File: config.mk
export PLATFORM = sky130hd
export DESIGN_NAME = clock_ratio_and_pll_slip_control
export DESIGN_NICKNAME = d
export VERILOG_FILES = /design/src/rtl/clock_control_pkg.sv /design/src/rtl/ratio_divider.sv /design/src/rtl/system_reset_collector.sv /design/src/rtl/clock_ratio_and_pll_slip_control.sv
export VERILOG_INCLUDE_DIRS = /design/src /design/src/rtl
export SDC_FILE = /design/constraint.sdc
export NUM_CORES = 1
export LEC_CHECK = 0
export ABC_CLOCK_PERIOD_IN_PS = 1800
export BUFFER_PORTS_ARGS = -buffer_cell sky130_fd_sc_hd__buf_2
export CORE_ASPECT_RATIO = 0.9
export CORE_MARGIN = 2
export CORE_UTILIZATION = 49
export CTS_CLUSTER_SIZE = 24
export DETAILED_ROUTE_END_ITERATION = 8
export MAX_ROUTING_LAYER = met4
export PLACE_DENSITY_LB_ADDON = 0.25
export SYNTH_ARGS = -nofsm -noshare
export SYNTH_HDL_FRONTEND = slang
export SYNTH_SLANG_ARGS = --single-unit
File: constraint.sdc
create_clock -name clk -period 1.8 [get_ports clk]
set_input_delay 0.18 -clock clk [delete_from_list [all_inputs] [get_ports clk]]
set_output_delay 0.18 -clock clk [all_outputs]
set_load 0.01 [all_outputs]
File: src/rtl/clock_control_defs.svh
`ifndef CLOCK_CONTROL_DEFS_SVH
`define CLOCK_CONTROL_DEFS_SVH

// Register byte addresses
`define CLOCK_RATIO_CONTROL_ADDR 8'h00
`define CLOCK_SOURCE_CONTROL_ADDR 8'h04
`define PLL_CONTROL_ONE_ADDR 8'h08
`define GLOBAL_STATUS_ADDR 8'h0C
`define INTERRUPT_MASK_ADDR 8'h10
`define SOFTWARE_RESET_ADDR 8'h14

// Ratio fields
`define PRIMARY_RATIO_LSB 16
`define SECONDARY_RATIO_LSB 24
`define RATIO_RESET 4'h0

// Clock source control fields
`define OSC_ENABLE_BIT 0
`define PLL_ENABLE_BIT 1
`define DOMAIN0_SOURCE_BIT 8
`define DOMAIN1_SOURCE_BIT 9

// PLL control one fields
`define FAULT_RESET_ENABLE_BIT 29
`define SLIP_REPORT_ENABLE_BIT 30
`define RESET_ON_SLIP_BIT 31

// Global status fields, also the interrupt mask layout
`define REFUSED_FLAG_BIT 0
`define SLIP_FLAG_BIT 8
`define PLL_LOCKED_BIT 16

`define SOFTWARE_RESET_BIT 0

// System reset stretch, in bus clock cycles
`define RESET_HOLD_CYCLES 4'h8
`endif

File: src/rtl/clock_control_pkg.sv
package clock_control_pkg;

    typedef enum logic {
        source_oscillator = 1'b0,
        source_pll = 1'b1
    } clock_source_type;

    typedef struct packed {
        logic [3:0] count;
    } divider_state_type;

    typedef struct packed {
        logic active;
        logic [3:0] hold;
    } reset_state_type;

    typedef struct packed {
        logic [3:0] primary_ratio;
        logic [3:0] secondary_ratio;
        logic osc_enable;
        logic pll_enable;
        clock_source_type domain0_source;
        clock_source_type domain1_source;
        logic fault_reset_enable;
        logic slip_report_enable;
        logic reset_on_slip;
        logic slip_flag;
        logic refused_flag;
        logic mask_refused;
        logic mask_slip;
        logic [31:0] read_data;
        logic primary_tick;
        logic secondary_tick;
        logic pll_output_enable;
        logic error_event;
        logic interrupt;
        logic software_reset;
        logic slip_reset;
        logic system_reset;
    } control_state_type;

endpackage

File: src/rtl/ratio_divider.sv
`timescale 1ns/1ps
`include "clock_control_defs.svh"

// Divides the bus clock by ratio + 1, but only ever ticks where allow is high.
module ratio_divider (
    // Clock and reset
    input wire logic clk,
    input wire logic reset,
    // Control
    input wire logic restart,
    input wire logic allow,
    input wire logic [3:0] ratio,
    // Output
    output logic tick
);
    clock_control_pkg::divider_state_type state;
    clock_control_pkg::divider_state_type next_state;

    // Waiting for allow is what makes a slow clock a whole multiple of a fast one
    assign tick = !restart && (state.count >= ratio) && allow;

    always_comb begin
        next_state = state;
        if (restart || tick) begin
            next_state.count = 4'h0;
        end else if (state.count != 4'hF) begin
            next_state.count = state.count + 4'h1;
        end
    end

    always_ff @(posedge clk) begin
        if (reset) begin
            state <= '{count: 4'h0};
        end else begin
            state <= next_state;
        end
    end
endmodule

File: src/rtl/system_reset_collector.sv
`timescale 1ns/1ps
`include "clock_control_defs.svh"

// Gathers every system reset cause and stretches it by a fixed number of cycles.
module system_reset_collector (
    // Clock and power-on reset
    input wire logic clk,
    input wire logic reset,
    // Causes
    input wire logic fault_request,
    input wire logic software_request,
    input wire logic watchdog_request,
    input wire logic debug_request,
    input wire logic system_reset_pin_n,
    // Result
    output logic active
);
    clock_control_pkg::reset_state_type state;
    clock_control_pkg::reset_state_type next_state;
    logic cause;

    assign active = state.active;

    always_comb begin
        cause = fault_request || software_request || watchdog_request
            || debug_request || !system_reset_pin_n;
        next_state = state;
        if (cause) begin
            next_state.active = 1'b1;
            next_state.hold = `RESET_HOLD_CYCLES;
        end else if (state.hold != 4'h0) begin
            next_state.hold = state.hold - 4'h1;
        end else begin
            next_state.active = 1'b0;
        end
    end

    // Power-on reset itself also counts as a system reset
    always_ff @(posedge clk) begin
        if (reset) begin
            state <= '{active: 1'b1, hold: `RESET_HOLD_CYCLES};
        end else begin
            state <= next_state;
        end
    end
endmodule

File: src/rtl/clock_ratio_and_pll_slip_control.sv
`timescale 1ns/1ps
`include "clock_control_defs.svh"

module clock_ratio_and_pll_slip_control (
    // Clock and power-on reset
    input wire logic clk,
    input wire logic reset,
    // Register port
    input wire logic [7:0] address,
    input wire logic [31:0] write_data,
    input wire logic write_strobe,
    input wire logic read_strobe,
    output logic [31:0] read_data,
    // PLL and oscillator monitors
    input wire logic pll_slip_detect,
    input wire logic pll_locked,
    input wire logic oscillator_fault,
    // Other reset causes
    input wire logic watchdog_reset_request,
    input wire logic debug_reset_request,
    input wire logic system_reset_pin_n,
    // Derived peripheral clock strobes
    output logic primary_peripheral_clock,
    output logic secondary_peripheral_clock,
    // Clock sources
    output logic oscillator_enable,
    output logic pll_enable,
    output logic pll_output_enable,
    output logic domain0_uses_pll,
    output logic domain1_uses_pll,
    // Events
    output logic error_event,
    output logic system_reset,
    output logic interrupt
);
    clock_control_pkg::control_state_type state;
    clock_control_pkg::control_state_type next_state;

    logic system_reset_active;
    logic control_clear;
    logic primary_tick;
    logic secondary_tick;
    logic ratio_write;
    logic source_write;
    logic refuse;
    logic req_osc;
    logic req_pll;
    clock_control_pkg::clock_source_type req_domain0;
    clock_control_pkg::clock_source_type req_domain1;
    logic osc_users;
    logic pll_users;

    // Every system reset clears the system control registers as well
    assign control_clear = reset || system_reset_active;

    // A new ratio restarts both dividers in step, so it acts at once and stays aligned
    assign ratio_write = write_strobe && (address == `CLOCK_RATIO_CONTROL_ADDR);
    assign source_write = write_strobe && (address == `CLOCK_SOURCE_CONTROL_ADDR);

    ratio_divider secondary_divider (
        .clk(clk),
        .reset(reset),
        .restart(control_clear || ratio_write),
        .allow(1'b1),
        .ratio(state.secondary_ratio),
        .tick(secondary_tick)
    );

    // The primary divider may tick only together with the secondary one
    ratio_divider primary_divider (
        .clk(clk),
        .reset(reset),
        .restart(control_clear || ratio_write),
        .allow(secondary_tick),
        .ratio(state.primary_ratio),
        .tick(primary_tick)
    );

    system_reset_collector reset_collector (
        .clk(clk),
        .reset(reset),
        .fault_request(state.slip_reset || (oscillator_fault && state.fault_reset_enable)),
        .software_request(state.software_reset),
        .watchdog_request(watchdog_reset_request),
        .debug_request(debug_reset_request),
        .system_reset_pin_n(system_reset_pin_n),
        .active(system_reset_active)
    );

    assign read_data = state.read_data;
    assign primary_peripheral_clock = state.primary_tick;
    assign secondary_peripheral_clock = state.secondary_tick;
    assign oscillator_enable = state.osc_enable;
    assign pll_enable = state.pll_enable;
    assign pll_output_enable = state.pll_output_enable;
    assign domain0_uses_pll = (state.domain0_source == clock_control_pkg::source_pll);
    assign domain1_uses_pll = (state.domain1_source == clock_control_pkg::source_pll);
    assign error_event = state.error_event;
    assign system_reset = state.system_reset;
    assign interrupt = state.interrupt;

    // Source request checks
    always_comb begin
        req_osc = write_data[`OSC_ENABLE_BIT];
        req_pll = write_data[`PLL_ENABLE_BIT];
        req_domain0 = clock_control_pkg::clock_source_type'(write_data[`DOMAIN0_SOURCE_BIT]);
        req_domain1 = clock_control_pkg::clock_source_type'(write_data[`DOMAIN1_SOURCE_BIT]);
        // The oscillator counts as used while any PLL is enabled, stable or not
        osc_users = (req_domain0 == clock_control_pkg::source_oscillator)
            || (req_domain1 == clock_control_pkg::source_oscillator)
            || state.pll_enable || req_pll;
        pll_users = (req_domain0 == clock_control_pkg::source_pll)
            || (req_domain1 == clock_control_pkg::source_pll);
        refuse = 1'b0;
        if (state.osc_enable && !req_osc && osc_users) begin
            refuse = 1'b1;
        end
        if (!req_osc && pll_users) begin
            refuse = 1'b1;
        end
        if (state.pll_enable && !req_pll && pll_users) begin
            refuse = 1'b1;
        end
        // Selecting a disabled, unlocked or slipped PLL would hand a domain no clock
        if (pll_users && (!req_pll || !pll_locked || state.slip_flag)) begin
            refuse = 1'b1;
        end
    end

    always_comb begin
        next_state = state;
        next_state.error_event = 1'b0;
        next_state.software_reset = 1'b0;
        next_state.slip_reset = 1'b0;
        next_state.read_data = 32'h0000_0000;
        next_state.primary_tick = primary_tick;
        next_state.secondary_tick = secondary_tick;
        next_state.system_reset = system_reset_active;

        if (write_strobe) begin
            unique case (address)
                `CLOCK_RATIO_CONTROL_ADDR: begin
                    next_state.primary_ratio = write_data[`PRIMARY_RATIO_LSB +: 4];
                    next_state.secondary_ratio = write_data[`SECONDARY_RATIO_LSB +: 4];
                end
                `CLOCK_SOURCE_CONTROL_ADDR: begin
                    if (refuse) begin
                        next_state.refused_flag = 1'b1;
                    end else begin
                        next_state.osc_enable = req_osc;
                        next_state.pll_enable = req_pll;
                        next_state.domain0_source = req_domain0;
                        next_state.domain1_source = req_domain1;
                    end
                end
                `PLL_CONTROL_ONE_ADDR: begin
                    next_state.fault_reset_enable = write_data[`FAULT_RESET_ENABLE_BIT];
                    next_state.slip_report_enable = write_data[`SLIP_REPORT_ENABLE_BIT];
                    next_state.reset_on_slip = write_data[`RESET_ON_SLIP_BIT];
                end
                `GLOBAL_STATUS_ADDR: begin
                    if (write_data[`REFUSED_FLAG_BIT]) begin
                        next_state.refused_flag = 1'b0;
                    end
                    if (write_data[`SLIP_FLAG_BIT]) begin
                        next_state.slip_flag = 1'b0;
                    end
                end
                `INTERRUPT_MASK_ADDR: begin
                    next_state.mask_refused = write_data[`REFUSED_FLAG_BIT];
                    next_state.mask_slip = write_data[`SLIP_FLAG_BIT];
                end
                `SOFTWARE_RESET_ADDR: begin
                    next_state.software_reset = write_data[`SOFTWARE_RESET_BIT];
                end
                default: begin
                end
            endcase
        end

        // A refused write in the same cycle as its clear still leaves the flag set
        if (source_write && refuse) begin
            next_state.refused_flag = 1'b1;
        end

        // Slip handling comes last so it wins over any clear or selection in this cycle
        if (pll_slip_detect) begin
            next_state.slip_flag = 1'b1;
            if (state.pll_enable || next_state.pll_enable) begin
                next_state.domain0_source = clock_control_pkg::source_oscillator;
                next_state.domain1_source = clock_control_pkg::source_oscillator;
            end
            next_state.error_event = state.slip_report_enable;
            next_state.slip_reset = state.reset_on_slip;
        end

        // Gate the PLL off from the slip onward until the flag is cleared
        next_state.pll_output_enable = state.pll_enable && pll_locked
            && !next_state.slip_flag && !pll_slip_detect;

        next_state.interrupt = (next_state.refused_flag && next_state.mask_refused)
            || (next_state.slip_flag && next_state.mask_slip);

        if (read_strobe) begin
            unique case (address)
                `CLOCK_RATIO_CONTROL_ADDR: begin
                    next_state.read_data[`PRIMARY_RATIO_LSB +: 4] = state.primary_ratio;
                    next_state.read_data[`SECONDARY_RATIO_LSB +: 4] = state.secondary_ratio;
                end
                `CLOCK_SOURCE_CONTROL_ADDR: begin
                    next_state.read_data[`OSC_ENABLE_BIT] = state.osc_enable;
                    next_state.read_data[`PLL_ENABLE_BIT] = state.pll_enable;
                    next_state.read_data[`DOMAIN0_SOURCE_BIT] = state.domain0_source;
                    next_state.read_data[`DOMAIN1_SOURCE_BIT] = state.domain1_source;
                end
                `PLL_CONTROL_ONE_ADDR: begin
                    next_state.read_data[`FAULT_RESET_ENABLE_BIT] = state.fault_reset_enable;
                    next_state.read_data[`SLIP_REPORT_ENABLE_BIT] = state.slip_report_enable;
                    next_state.read_data[`RESET_ON_SLIP_BIT] = state.reset_on_slip;
                end
                `GLOBAL_STATUS_ADDR: begin
                    next_state.read_data[`REFUSED_FLAG_BIT] = state.refused_flag;
                    next_state.read_data[`SLIP_FLAG_BIT] = state.slip_flag;
                    next_state.read_data[`PLL_LOCKED_BIT] = pll_locked;
                end
                `INTERRUPT_MASK_ADDR: begin
                    next_state.read_data[`REFUSED_FLAG_BIT] = state.mask_refused;
                    next_state.read_data[`SLIP_FLAG_BIT] = state.mask_slip;
                end
                default: begin
                end
            endcase
        end
    end

    // System resets reload every flop here: the system reset flop with 1, the tick flops and the rest with their reset values
    always_ff @(posedge clk) begin
        if (control_clear) begin
            state <= '{
                primary_ratio: `RATIO_RESET,
                secondary_ratio: `RATIO_RESET,
                osc_enable: 1'b1,
                pll_enable: 1'b0,
                domain0_source: clock_control_pkg::source_oscillator,
                domain1_source: clock_control_pkg::source_oscillator,
                fault_reset_enable: 1'b0,
                slip_report_enable: 1'b0,
                reset_on_slip: 1'b0,
                slip_flag: 1'b0,
                refused_flag: 1'b0,
                mask_refused: 1'b0,
                mask_slip: 1'b0,
                read_data: 32'h0000_0000,
                primary_tick: 1'b0,
                secondary_tick: 1'b0,
                pll_output_enable: 1'b0,
                error_event: 1'b0,
                interrupt: 1'b0,
                software_reset: 1'b0,
                slip_reset: 1'b0,
                system_reset: 1'b1
            };
        end else begin
            state <= next_state;
        end
    end
endmodule

# Word level (Yosys, flattened, before mapping)
# Cells that the tools add are included.
[word_totals] register_bits=72 input_bits=50 word_cells=129
[op_classes] add_sub_neg=3 magnitude_cmp=2 n_eq_ne=7 n_mux=21 bitwise_logic=10 reduce_logical=56
[ops] cell="$logic_and 1x1->1" count=18
[ops] cell="$logic_or 1x1->1" count=17
[ops] cell="$eq 8x4->1 const B" count=2
[ops] cell="$eq 8x5->1 const B" count=2
[ops] cell="$reduce_or 3->1" count=4
[ops] cell="$mux 1" count=10
[ops] cell="$mux 10" count=1
[ops] cell="$not 1->1" count=10
[ops] cell="$reduce_or 2->1" count=5
[ops] cell="$mux 3" count=3
[ops] cell="$add 4x1->4 const B" count=2
[ops] cell="$eq 8x3->1 const B" count=1
[ops] cell="$ge 4x4->1" count=2
[ops] cell="$logic_not 8->1" count=1
[ops] cell="$ne 4x4->1 const B" count=2
[ops] cell="$logic_not 1->1" count=7
[ops] cell="$mux 2" count=3
[ops] cell="$pmux 1 s3" count=2
[ops] cell="$pmux 1 s2" count=2
[ops] cell="$reduce_and 2->1" count=2
[ops] cell="$reduce_bool 4->1" count=1
[ops] cell="$sub 4x1->4 const B" count=1
[ops] cell="$reduce_and 3->1" count=1

# Longest topological paths before layout
# Gate-level depths: netlist (run 1).
[logic_depth] depth_word=16 ltp_mapped=6 depth_no_buf=6

# Modules after synthesis
# Synthesis (run 1) repeated with hierarchy kept, for this count alone.
[hier_totals] hier_cells=286 area_unflattened_um2=2727.6
[by_module_without_submodules] mod="clock_ratio_and_pll_slip_control" instances=1 cells_each=202 area_per_inst_um2=1870.5 seq_area_each_um2=840.8
[by_module_without_submodules] mod="ratio_divider" instances=2 cells_each=30 area_per_inst_um2=304.0 seq_area_each_um2=80.1
[by_module_without_submodules] mod="system_reset_collector" instances=1 cells_each=24 area_per_inst_um2=249.0 seq_area_each_um2=100.1

# Least setup slack after synthesis (run 1)
# No wires, ideal clock.
[synth_timing] kind="input-to-reg" from="input address[5]" to="register state, in the netlist pll_output_enable" setup_time_ns=0.061 arrival_ns=1.596 t_required_ns=1.739 slack_ns=0.143 stages=4 path_buffers=0 cell_sequence="or4_4 -> or4_4 -> a21oi_2 -> and4_1"
[synth_between] elab_chain_cells=7
[synth_lines] element="start: declaration" line="clock_ratio_and_pll_slip_control.sv:9" text="input wire logic [7:0] address,"
[synth_lines] element="$eq 8x4->1" line="clock_ratio_and_pll_slip_control.sv:141" text="unique case (address)"
[synth_lines] element="$mux 1" line="clock_ratio_and_pll_slip_control.sv:141"
[synth_lines] element="$mux 10" line="clock_ratio_and_pll_slip_control.sv:140" text="if (write_strobe) begin"
[synth_lines] element="$mux 1" line="clock_ratio_and_pll_slip_control.sv:187" text="if (pll_slip_detect) begin"
[synth_lines] element="$logic_not 1->1" line="clock_ratio_and_pll_slip_control.sv:199" text="&& !next_state.slip_flag && !pll_slip_detect;"
[synth_lines] element="$logic_and 1x1->1 (2 in series)" line="clock_ratio_and_pll_slip_control.sv:199"
[synth_lines] element="end signal: assignment" line="clock_ratio_and_pll_slip_control.sv:239" text="state <= '{"
[synth_lines] element="end signal: assignment" line="clock_ratio_and_pll_slip_control.sv:264" text="state <= next_state;"
[synth_lines] element="end: declaration" line="clock_ratio_and_pll_slip_control.sv:36" text="clock_control_pkg::control_state_type state;"
# No other way between the ends.
# A chain may end at the register's enable or synchronous reset.

# Final worst setup path (run 1)
[layout_timing] from="register secondary_divider.state[0] in the netlist's numbering" to="register primary_divider.state[0] in the netlist's numbering"
[layout_between] elab_chain_cells=5
[layout_lines] element="start: declaration" line="ratio_divider.sv:16" text="clock_control_pkg::divider_state_type state;"
[layout_lines] element="start signal: assignment" line="ratio_divider.sv:33" text="state <= '{count: 4'h0};"
[layout_lines] element="start signal: assignment" line="ratio_divider.sv:35" text="state <= next_state;"
[layout_lines] element="$ge 4x4->1" line="ratio_divider.sv:20" text="assign tick = !restart && (state.count >= ratio) && allow;"
[layout_lines] element="$logic_and 1x1->1 (2 in series)" line="ratio_divider.sv:20"
[layout_lines] element="$logic_or 1x1->1" line="ratio_divider.sv:24" text="if (restart || tick) begin"
[layout_lines] element="$reduce_or 2->1 (no line)"
[layout_lines] element="end signal: assignment" line="ratio_divider.sv:33"
[layout_lines] element="end signal: assignment" line="ratio_divider.sv:35"
[layout_lines] element="end: declaration" line="ratio_divider.sv:16"
# No other way between the ends.

==> out/results.ini, run 1 <==
[sta]
fin_crit_sh_pct=88.43
fmax_ghz=0.6282
final_max_tran_viols=0
clock-skew-final_ps=9.881
timing.final.hold_violations=0
setup_repair_after_global_routing_missed_its_margin=no
hold-worst-slack_ps=97.27
worst_case_setup_margin_in_the_final_layout_ps=208.2
setup-violations-final=0
period_minus_slack_ps=1592

[yosys]
synth-edff-count=0
synth_seq_area_share_pct=43.33
syn_inst=273
synth_area_leader_cell=dfxtp_1
synthesis.area_um2=2541
synth.area.top_cells=dfxtp_1 (43%), buf_4 (9.5%), mux2i_1 (6.7%)
ys_dominant_reg_cell=dfxtp_1
synth.avg_cell_area_um2=9.308
synth.most_common_cell=dfxtp_1
synth_top_area_share_pct=43.33
ys_warn_count=0
netlist_top_cells_count=dfxtp_1 (55), buf_4 (32), nor2_1 (22)
ys_ff_latch=55
synth_cell_type_count=46
postSynth.asyncResetShare_pct=0

[pwr]
power_density_nw_per_um2=703.3
power.leakage_uw=0.001321
ir_worst_vdd_mv=0.4044

[floorplan]
die_height_um=72.32
die_area_um2=5779
coreArea_um2=4925
initial_utilization_pct=51.60
io-pin-count=92
core.rowCount=24
die-width_um=79.91

[clock_tree]
cts_buffer_depth=2
path_clk_slew_ps=100
htree_num_levels=2
cts_tree=yes
cts_made_buffers=5
postCtsSetupRepairBufs=0
clock-root-buffer=clkbuf_8
clock-sinks=55
cts_hold_buffers=0
insertion_delay_ps=310

[grt]
grt_util_all_layers_pct=18.43
grt_pass1_vias=1756
initial_antenna_violation_count=0
overflow=0
maximum_number_of_pins_on_one_net_before_global_route_repair=19
grt_first_pass_wirelength_um=8135

[setup_path]
setup.worst_path.class=reg2reg
start_kind=flip-flop
register_to_register_setup_slack_ps=210
data_required_time_of_the_critical_path_ps=2020
timing.critical_path.fanout_max=7
destination_of_the_worst_register_to_register_timing_path=primary_divider.state[0]$_SDFFE_PP0P_
crit_arrival_ps=1810
critical_path.reg2reg.startpoint=secondary_divider.state[0]$_SDFFE_PP0P_
r2r.worst_path.cells=7
timing.critical_path.to_type=flip-flop

[place]
dp_slack_ps=-12.77
postPlaceCellArea_um2=2798
dp_hpwl_um=3719
place.gp.congestion=0.8516
portBuffers=57

[detailed_routing]
drt.antenna.violating_nets=0
vias=1969
violation_count_after_the_first_detailed_routing_iteration=104
drt_first_pass_iters=4
post_detailed_route_via_to_cell_ratio=4.997
routed_wire_length_per_instance_um=12.41
finalWirelength_um=4888
post-route-drc-count=0

[cells_and_area]
syn2layout_area_growth_pct=13.79
nets=390
ant_diodes=0
fraction_of_final_layout_cells_with_drive_strength_greater_than_1_pct=25.84
finish.instance_area_um2=2892

[worst_hold_path]
min_to=state[46]$_SDFFE_PP0P_
hold_path.class=in2reg
hold_depth=3
worst_hold_startpoint=write_data[29]

[run]
reported_max_cap_violation_count=0

[outcome]
outcome=complete, no violations

-- final cells by class --
| cell class | instances | area (µm²) |
|---|---|---|
| Tap cell | 65 | 81.33 |
| Timing Repair Buffer | 69 | 375.4 |
| Sequential cell | 55 | 1102 |
| Multi-Input combinational cell | 184 | 1192 |
| Fill cell | 452 | 2033 |
| Inverter | 13 | 48.80 |
| Clock buffer | 5 | 68.82 |
| Clock inverter | 3 | 22.52 |
-- where the power goes --
group	internal, µW	switching, µW
logic	49.2	68.7
clock network	280	416
registers	1220	1.80
-- critical path: stages (launching register included) --
cell      delay (ps)
dfxtp_2          380
inv_1             60
ha_1             270
nand2b_1         130
a21oi_1          180
o21ai_1          110
buf_4            170
a211oi_1         190
-- kinds of logic (layout without fill, tap and decap cells) --
group / Yosys count / count (layout) / share of synthesized area, %
compound gates: 35 / 35 / 8.765
xor+xnor: 3 / 3 / 1.034
fa+ha+maj: 12 / 12 / 5.908
buf+inv: 50 / 90 / 12.16
flops: 55 / 55 / 43.33
mux: 18 / 18 / 7.139
other cells: 1 / 17 / 0.1476
simple gates: 99 / 99 / 21.52
-- state kept, by name, indices dropped and copies added, names as in the netlist, 4 cells and up --
name                     cells
state                       17
read_data                   15
reset_collector.state        4
primary_divider.state        4
secondary_divider.state      4
-- through the flow --
| step | std cells | TNS, ps | utilization, % | power, µW |
|---|---|---|---|---|
| 4_1_cts | 394 | 0 | 58.66 | 2046 |
| 2_1_floorplan | 289 | 0 | - | 1328 |
| 6_report | 394 | 0 | 58.71 | 2034 |
| 5_1_grt | 394 | 0 | 58.71 | 2110 |
| 3_3_place_gp | 386 | -9.517 | 56.81 | 1363 |
| 3_5_place_dp | 386 | -19.13 | 56.81 | 1364 |
-- cell usage in the layout (no fill, tap or decap), drive strengths merged, types with 8 or more instances in the layout --
master,Yosys,layout
buf,34,69
dfxtp,55,55
nor2,22,22
mux2i,17,17
conb,1,17
nand2,16,16
inv,12,13
ha,12,12
a21oi,11,11
and2,10,10
o21ai,9,9
nand3,8,8
-- repair_timing --
item / CTS / global route
resized for setup: 0 / 2
setup endpoints to repair: 0 / 1
endpoints found under the hold margin: 0 / 0
-- how the worst max path moves through the flow --
stage               slack, ps  cells after the start                                     from                                      end
floorplan                 140                      4                               address[5]             pll_output_enable$_SDFF_PP0_
detailed placement        -10                      6                               address[5]                     interrupt$_SDFF_PP0_
global route               60                      6  secondary_divider.state[0]$_SDFFE_PP0P_  secondary_divider.state[3]$_SDFFE_PP0P_
CTS                       110                      6  secondary_divider.state[0]$_SDFFE_PP0P_  secondary_divider.state[3]$_SDFFE_PP0P_
finish                    210                      7  secondary_divider.state[0]$_SDFFE_PP0P_    primary_divider.state[0]$_SDFFE_PP0P_
global placement           -5                      5                               address[5]             pll_output_enable$_SDFF_PP0_
-- routing by layer --
layer  vias to the layer above  part of all wire, %  global-route usage, %
met5                         -                    0                      -
met3                         5                  4.6                  4.104
met1                       896                   52                  26.05
li1                       1010                    -                      -
met2                        58                   43                  26.76
met4                         0                 0.98                  4.708
Power figures use the tool's default switching activity.
==> run 2, diff against run 1 <==
Settings changed: CELL_PAD_IN_SITES_DETAIL_PLACEMENT set to 2, CELL_PAD_IN_SITES_GLOBAL_PLACEMENT set to 2, CORE_UTILIZATION 49 to 28.
==> run 2 against run 1 <==
Routed wire length increased by 38%. Clock power increased by 4.6%. Via count increased by 3.9%. Non-clock buffer count increased by 5. Critical path depth decreased by 1. Worst setup slack got worse by 2.9 ps. Largest cell class unchanged. Combinational power increased by 8%. Core utilization decreased by 24 points. Power increased by 2.0%. Die area increased by 71%.
==> out/results.ini, run 2 (synthesis gave the netlist of run 1 again) <==
[worst_hold_path]
worst_hold_startpoint=write_data[26]
hold_path.class=in2reg

[place]
portBuffers=57
place.gp.congestion=0.7690
dp_hpwl_um=5307
placedCellCount=445

[sta]
period_minus_slack_ps=1595
final_max_tran_viols=0
clock-skew-final_ps=13.05
timing.final.hold_violations=0
fmax_ghz=0.6271
setup-violations-final=0
finalSetupTns_ps=0
fin_crit_sh_pct=88.60
setup_repair_after_global_routing_missed_its_margin=no

[detailed_routing]
drt_first_pass_iters=3
violation_count_after_the_first_detailed_routing_iteration=37
post-route-drc-count=0
post_detailed_route_via_to_cell_ratio=4.517
finalWirelength_um=6730
routed_wire_length_per_instance_um=14.86
drt.antenna.violating_nets=0
vias=2046

[clock_tree]
postCtsSetupRepairBufs=0
insertion_delay_ps=310
clock-root-buffer=clkbuf_8
cts_tree=yes
cts_buffer_depth=2
cts_made_buffers=5
path_clk_slew_ps=110
htree_num_levels=2
cts_hold_buffers=0
clock-sinks=55
resize_count_post_cts=0

[floorplan]
coreArea_um2=8688
initial_utilization_pct=29.25
core.rowCount=32
io-pin-count=92
die_area_um2=9855
die_height_um=94.38
die-width_um=104.4

[setup_path]
critical_path.max_stage_delay_ps=420
setup.worst_path.class=reg2reg
cell_family_with_most_cp_delay=compound AO/OA/AOI/OAI gates
timing.critical_path.to_type=flip-flop
start_kind=flip-flop
data_required_time_of_the_critical_path_ps=2020
worstPathCellList=ha_1, nand2b_1, a21oi_1, o21ai_1, buf_4, a211oi_1
crit_arrival_ps=1820
worst-path-buf-inv=1
cell_at_the_slowest_stage_of_the_critical_path=dfxtp_1
critPathLaunch=state[51]$_SDFFE_PP0P_
critical_path.reg2reg.startpoint=state[51]$_SDFFE_PP0P_
timing.critical_path.fanout_max=7

[cells_and_area]
ant_diodes=0
multi_input_area_um2=1191
top_register_by_number_of_flip_flops=state
area.sequential_um2=1101
layout.cells.most_common=buf_2
nets=395
syn2layout_area_growth_pct=18.02
fraction_of_final_layout_cells_with_drive_strength_greater_than_1_pct=26.65
filler_cell_count=1004
most_used_cells_in_the_layout_excluding_fill_and_tap_cells=buf_2 (57), dfxtp_1 (55), nor2_1 (22)
layoutNonFillerInstCount=453
largest_register_ffs=17

[pwr]
pwr-share-clk_pct=35.1
power_switching_uw=516.7
power_density_nw_per_um2=691.9
power.leakage_uw=0.001345
netSwitchingFraction_pct=24.90
ir_worst_vdd_mv=0.2760
total_power_uw=2075
seq_power_share_pct=58.8
pwr-share-comb_pct=6.1
power.internal_uw=1558

[grt]
overflow=0
maximum_number_of_pins_on_one_net_before_global_route_repair=20
initial_antenna_violation_count=0
grt_pass1_vias=2172
grt_first_pass_wirelength_um=10950
grt_util_all_layers_pct=14.59

[run]
reported_max_cap_violation_count=0

[outcome]
outcome=complete, no violations

[run 2: power by group through the flow]
stage               Sequential (µW)  Clock, µW  Combinational [µW]
CTS                            1220        769                 127
global placement               1250          0                 123
global route                   1220        819                 141
finish                         1220        727                 127
floorplan                      1250          0                79.8
detailed placement             1250          0                 126
[run 2: final cells by class]
| type | instances | area share [%] |
|---|---|---|
| Clock buffer | 5 | 2.295 |
| Tap cell | 119 | 4.965 |
| Multi-Input combinational cell | 184 | 39.72 |
| Sequential cell | 55 | 36.71 |
| Clock inverter | 3 | 0.9178 |
| Inverter | 13 | 1.627 |
| Timing Repair Buffer | 74 | 13.77 |
[run 2: final timing paths]
check	slack, ps	cells past startpoint	end
min reg2reg	470	1	reset_collector.active$_SDFFE_PP1N_
min	90	3	state[53]$_SDFFE_PP0P_
max reg2reg	210	6	primary_divider.state[0]$_SDFFE_PP0P_
max	210	6	primary_divider.state[0]$_SDFFE_PP0P_
[run 2: worst register-to-register path: cells and delay by family, from the launching register on]
kind                       cells  cell delay [ps]
and+or+nand+nor                1              140
buffers and inverters          1              180
AOI/OAI and AO/OA              3              520
DFF                            1              420
adders and majority gates      1              250
[run 2: layer usage]
layer / wire [µm] / track usage, %
met5: 0 / -
met4: 76 / 4.730
met3: 234 / 2.622
met2: 3140 / 23.80
met1: 3278 / 18.45
[run 2: metrics by stage]
step / hold WS [ps] / setup WS (ps) / util, % / area [µm²]
6_report: 88.99 / 205.3 / 34.52 / 2999
5_1_grt: 89.67 / 77.52 / 34.52 / 2999
4_1_cts: 78.43 / 206.3 / 34.52 / 2999
3_5_place_dp: 422.5 / -89.91 / 33.41 / 2903
3_3_place_gp: 412.0 / -61.81 / 33.41 / 2903
2_1_floorplan: 299.0 / 143.3 / - / 2601
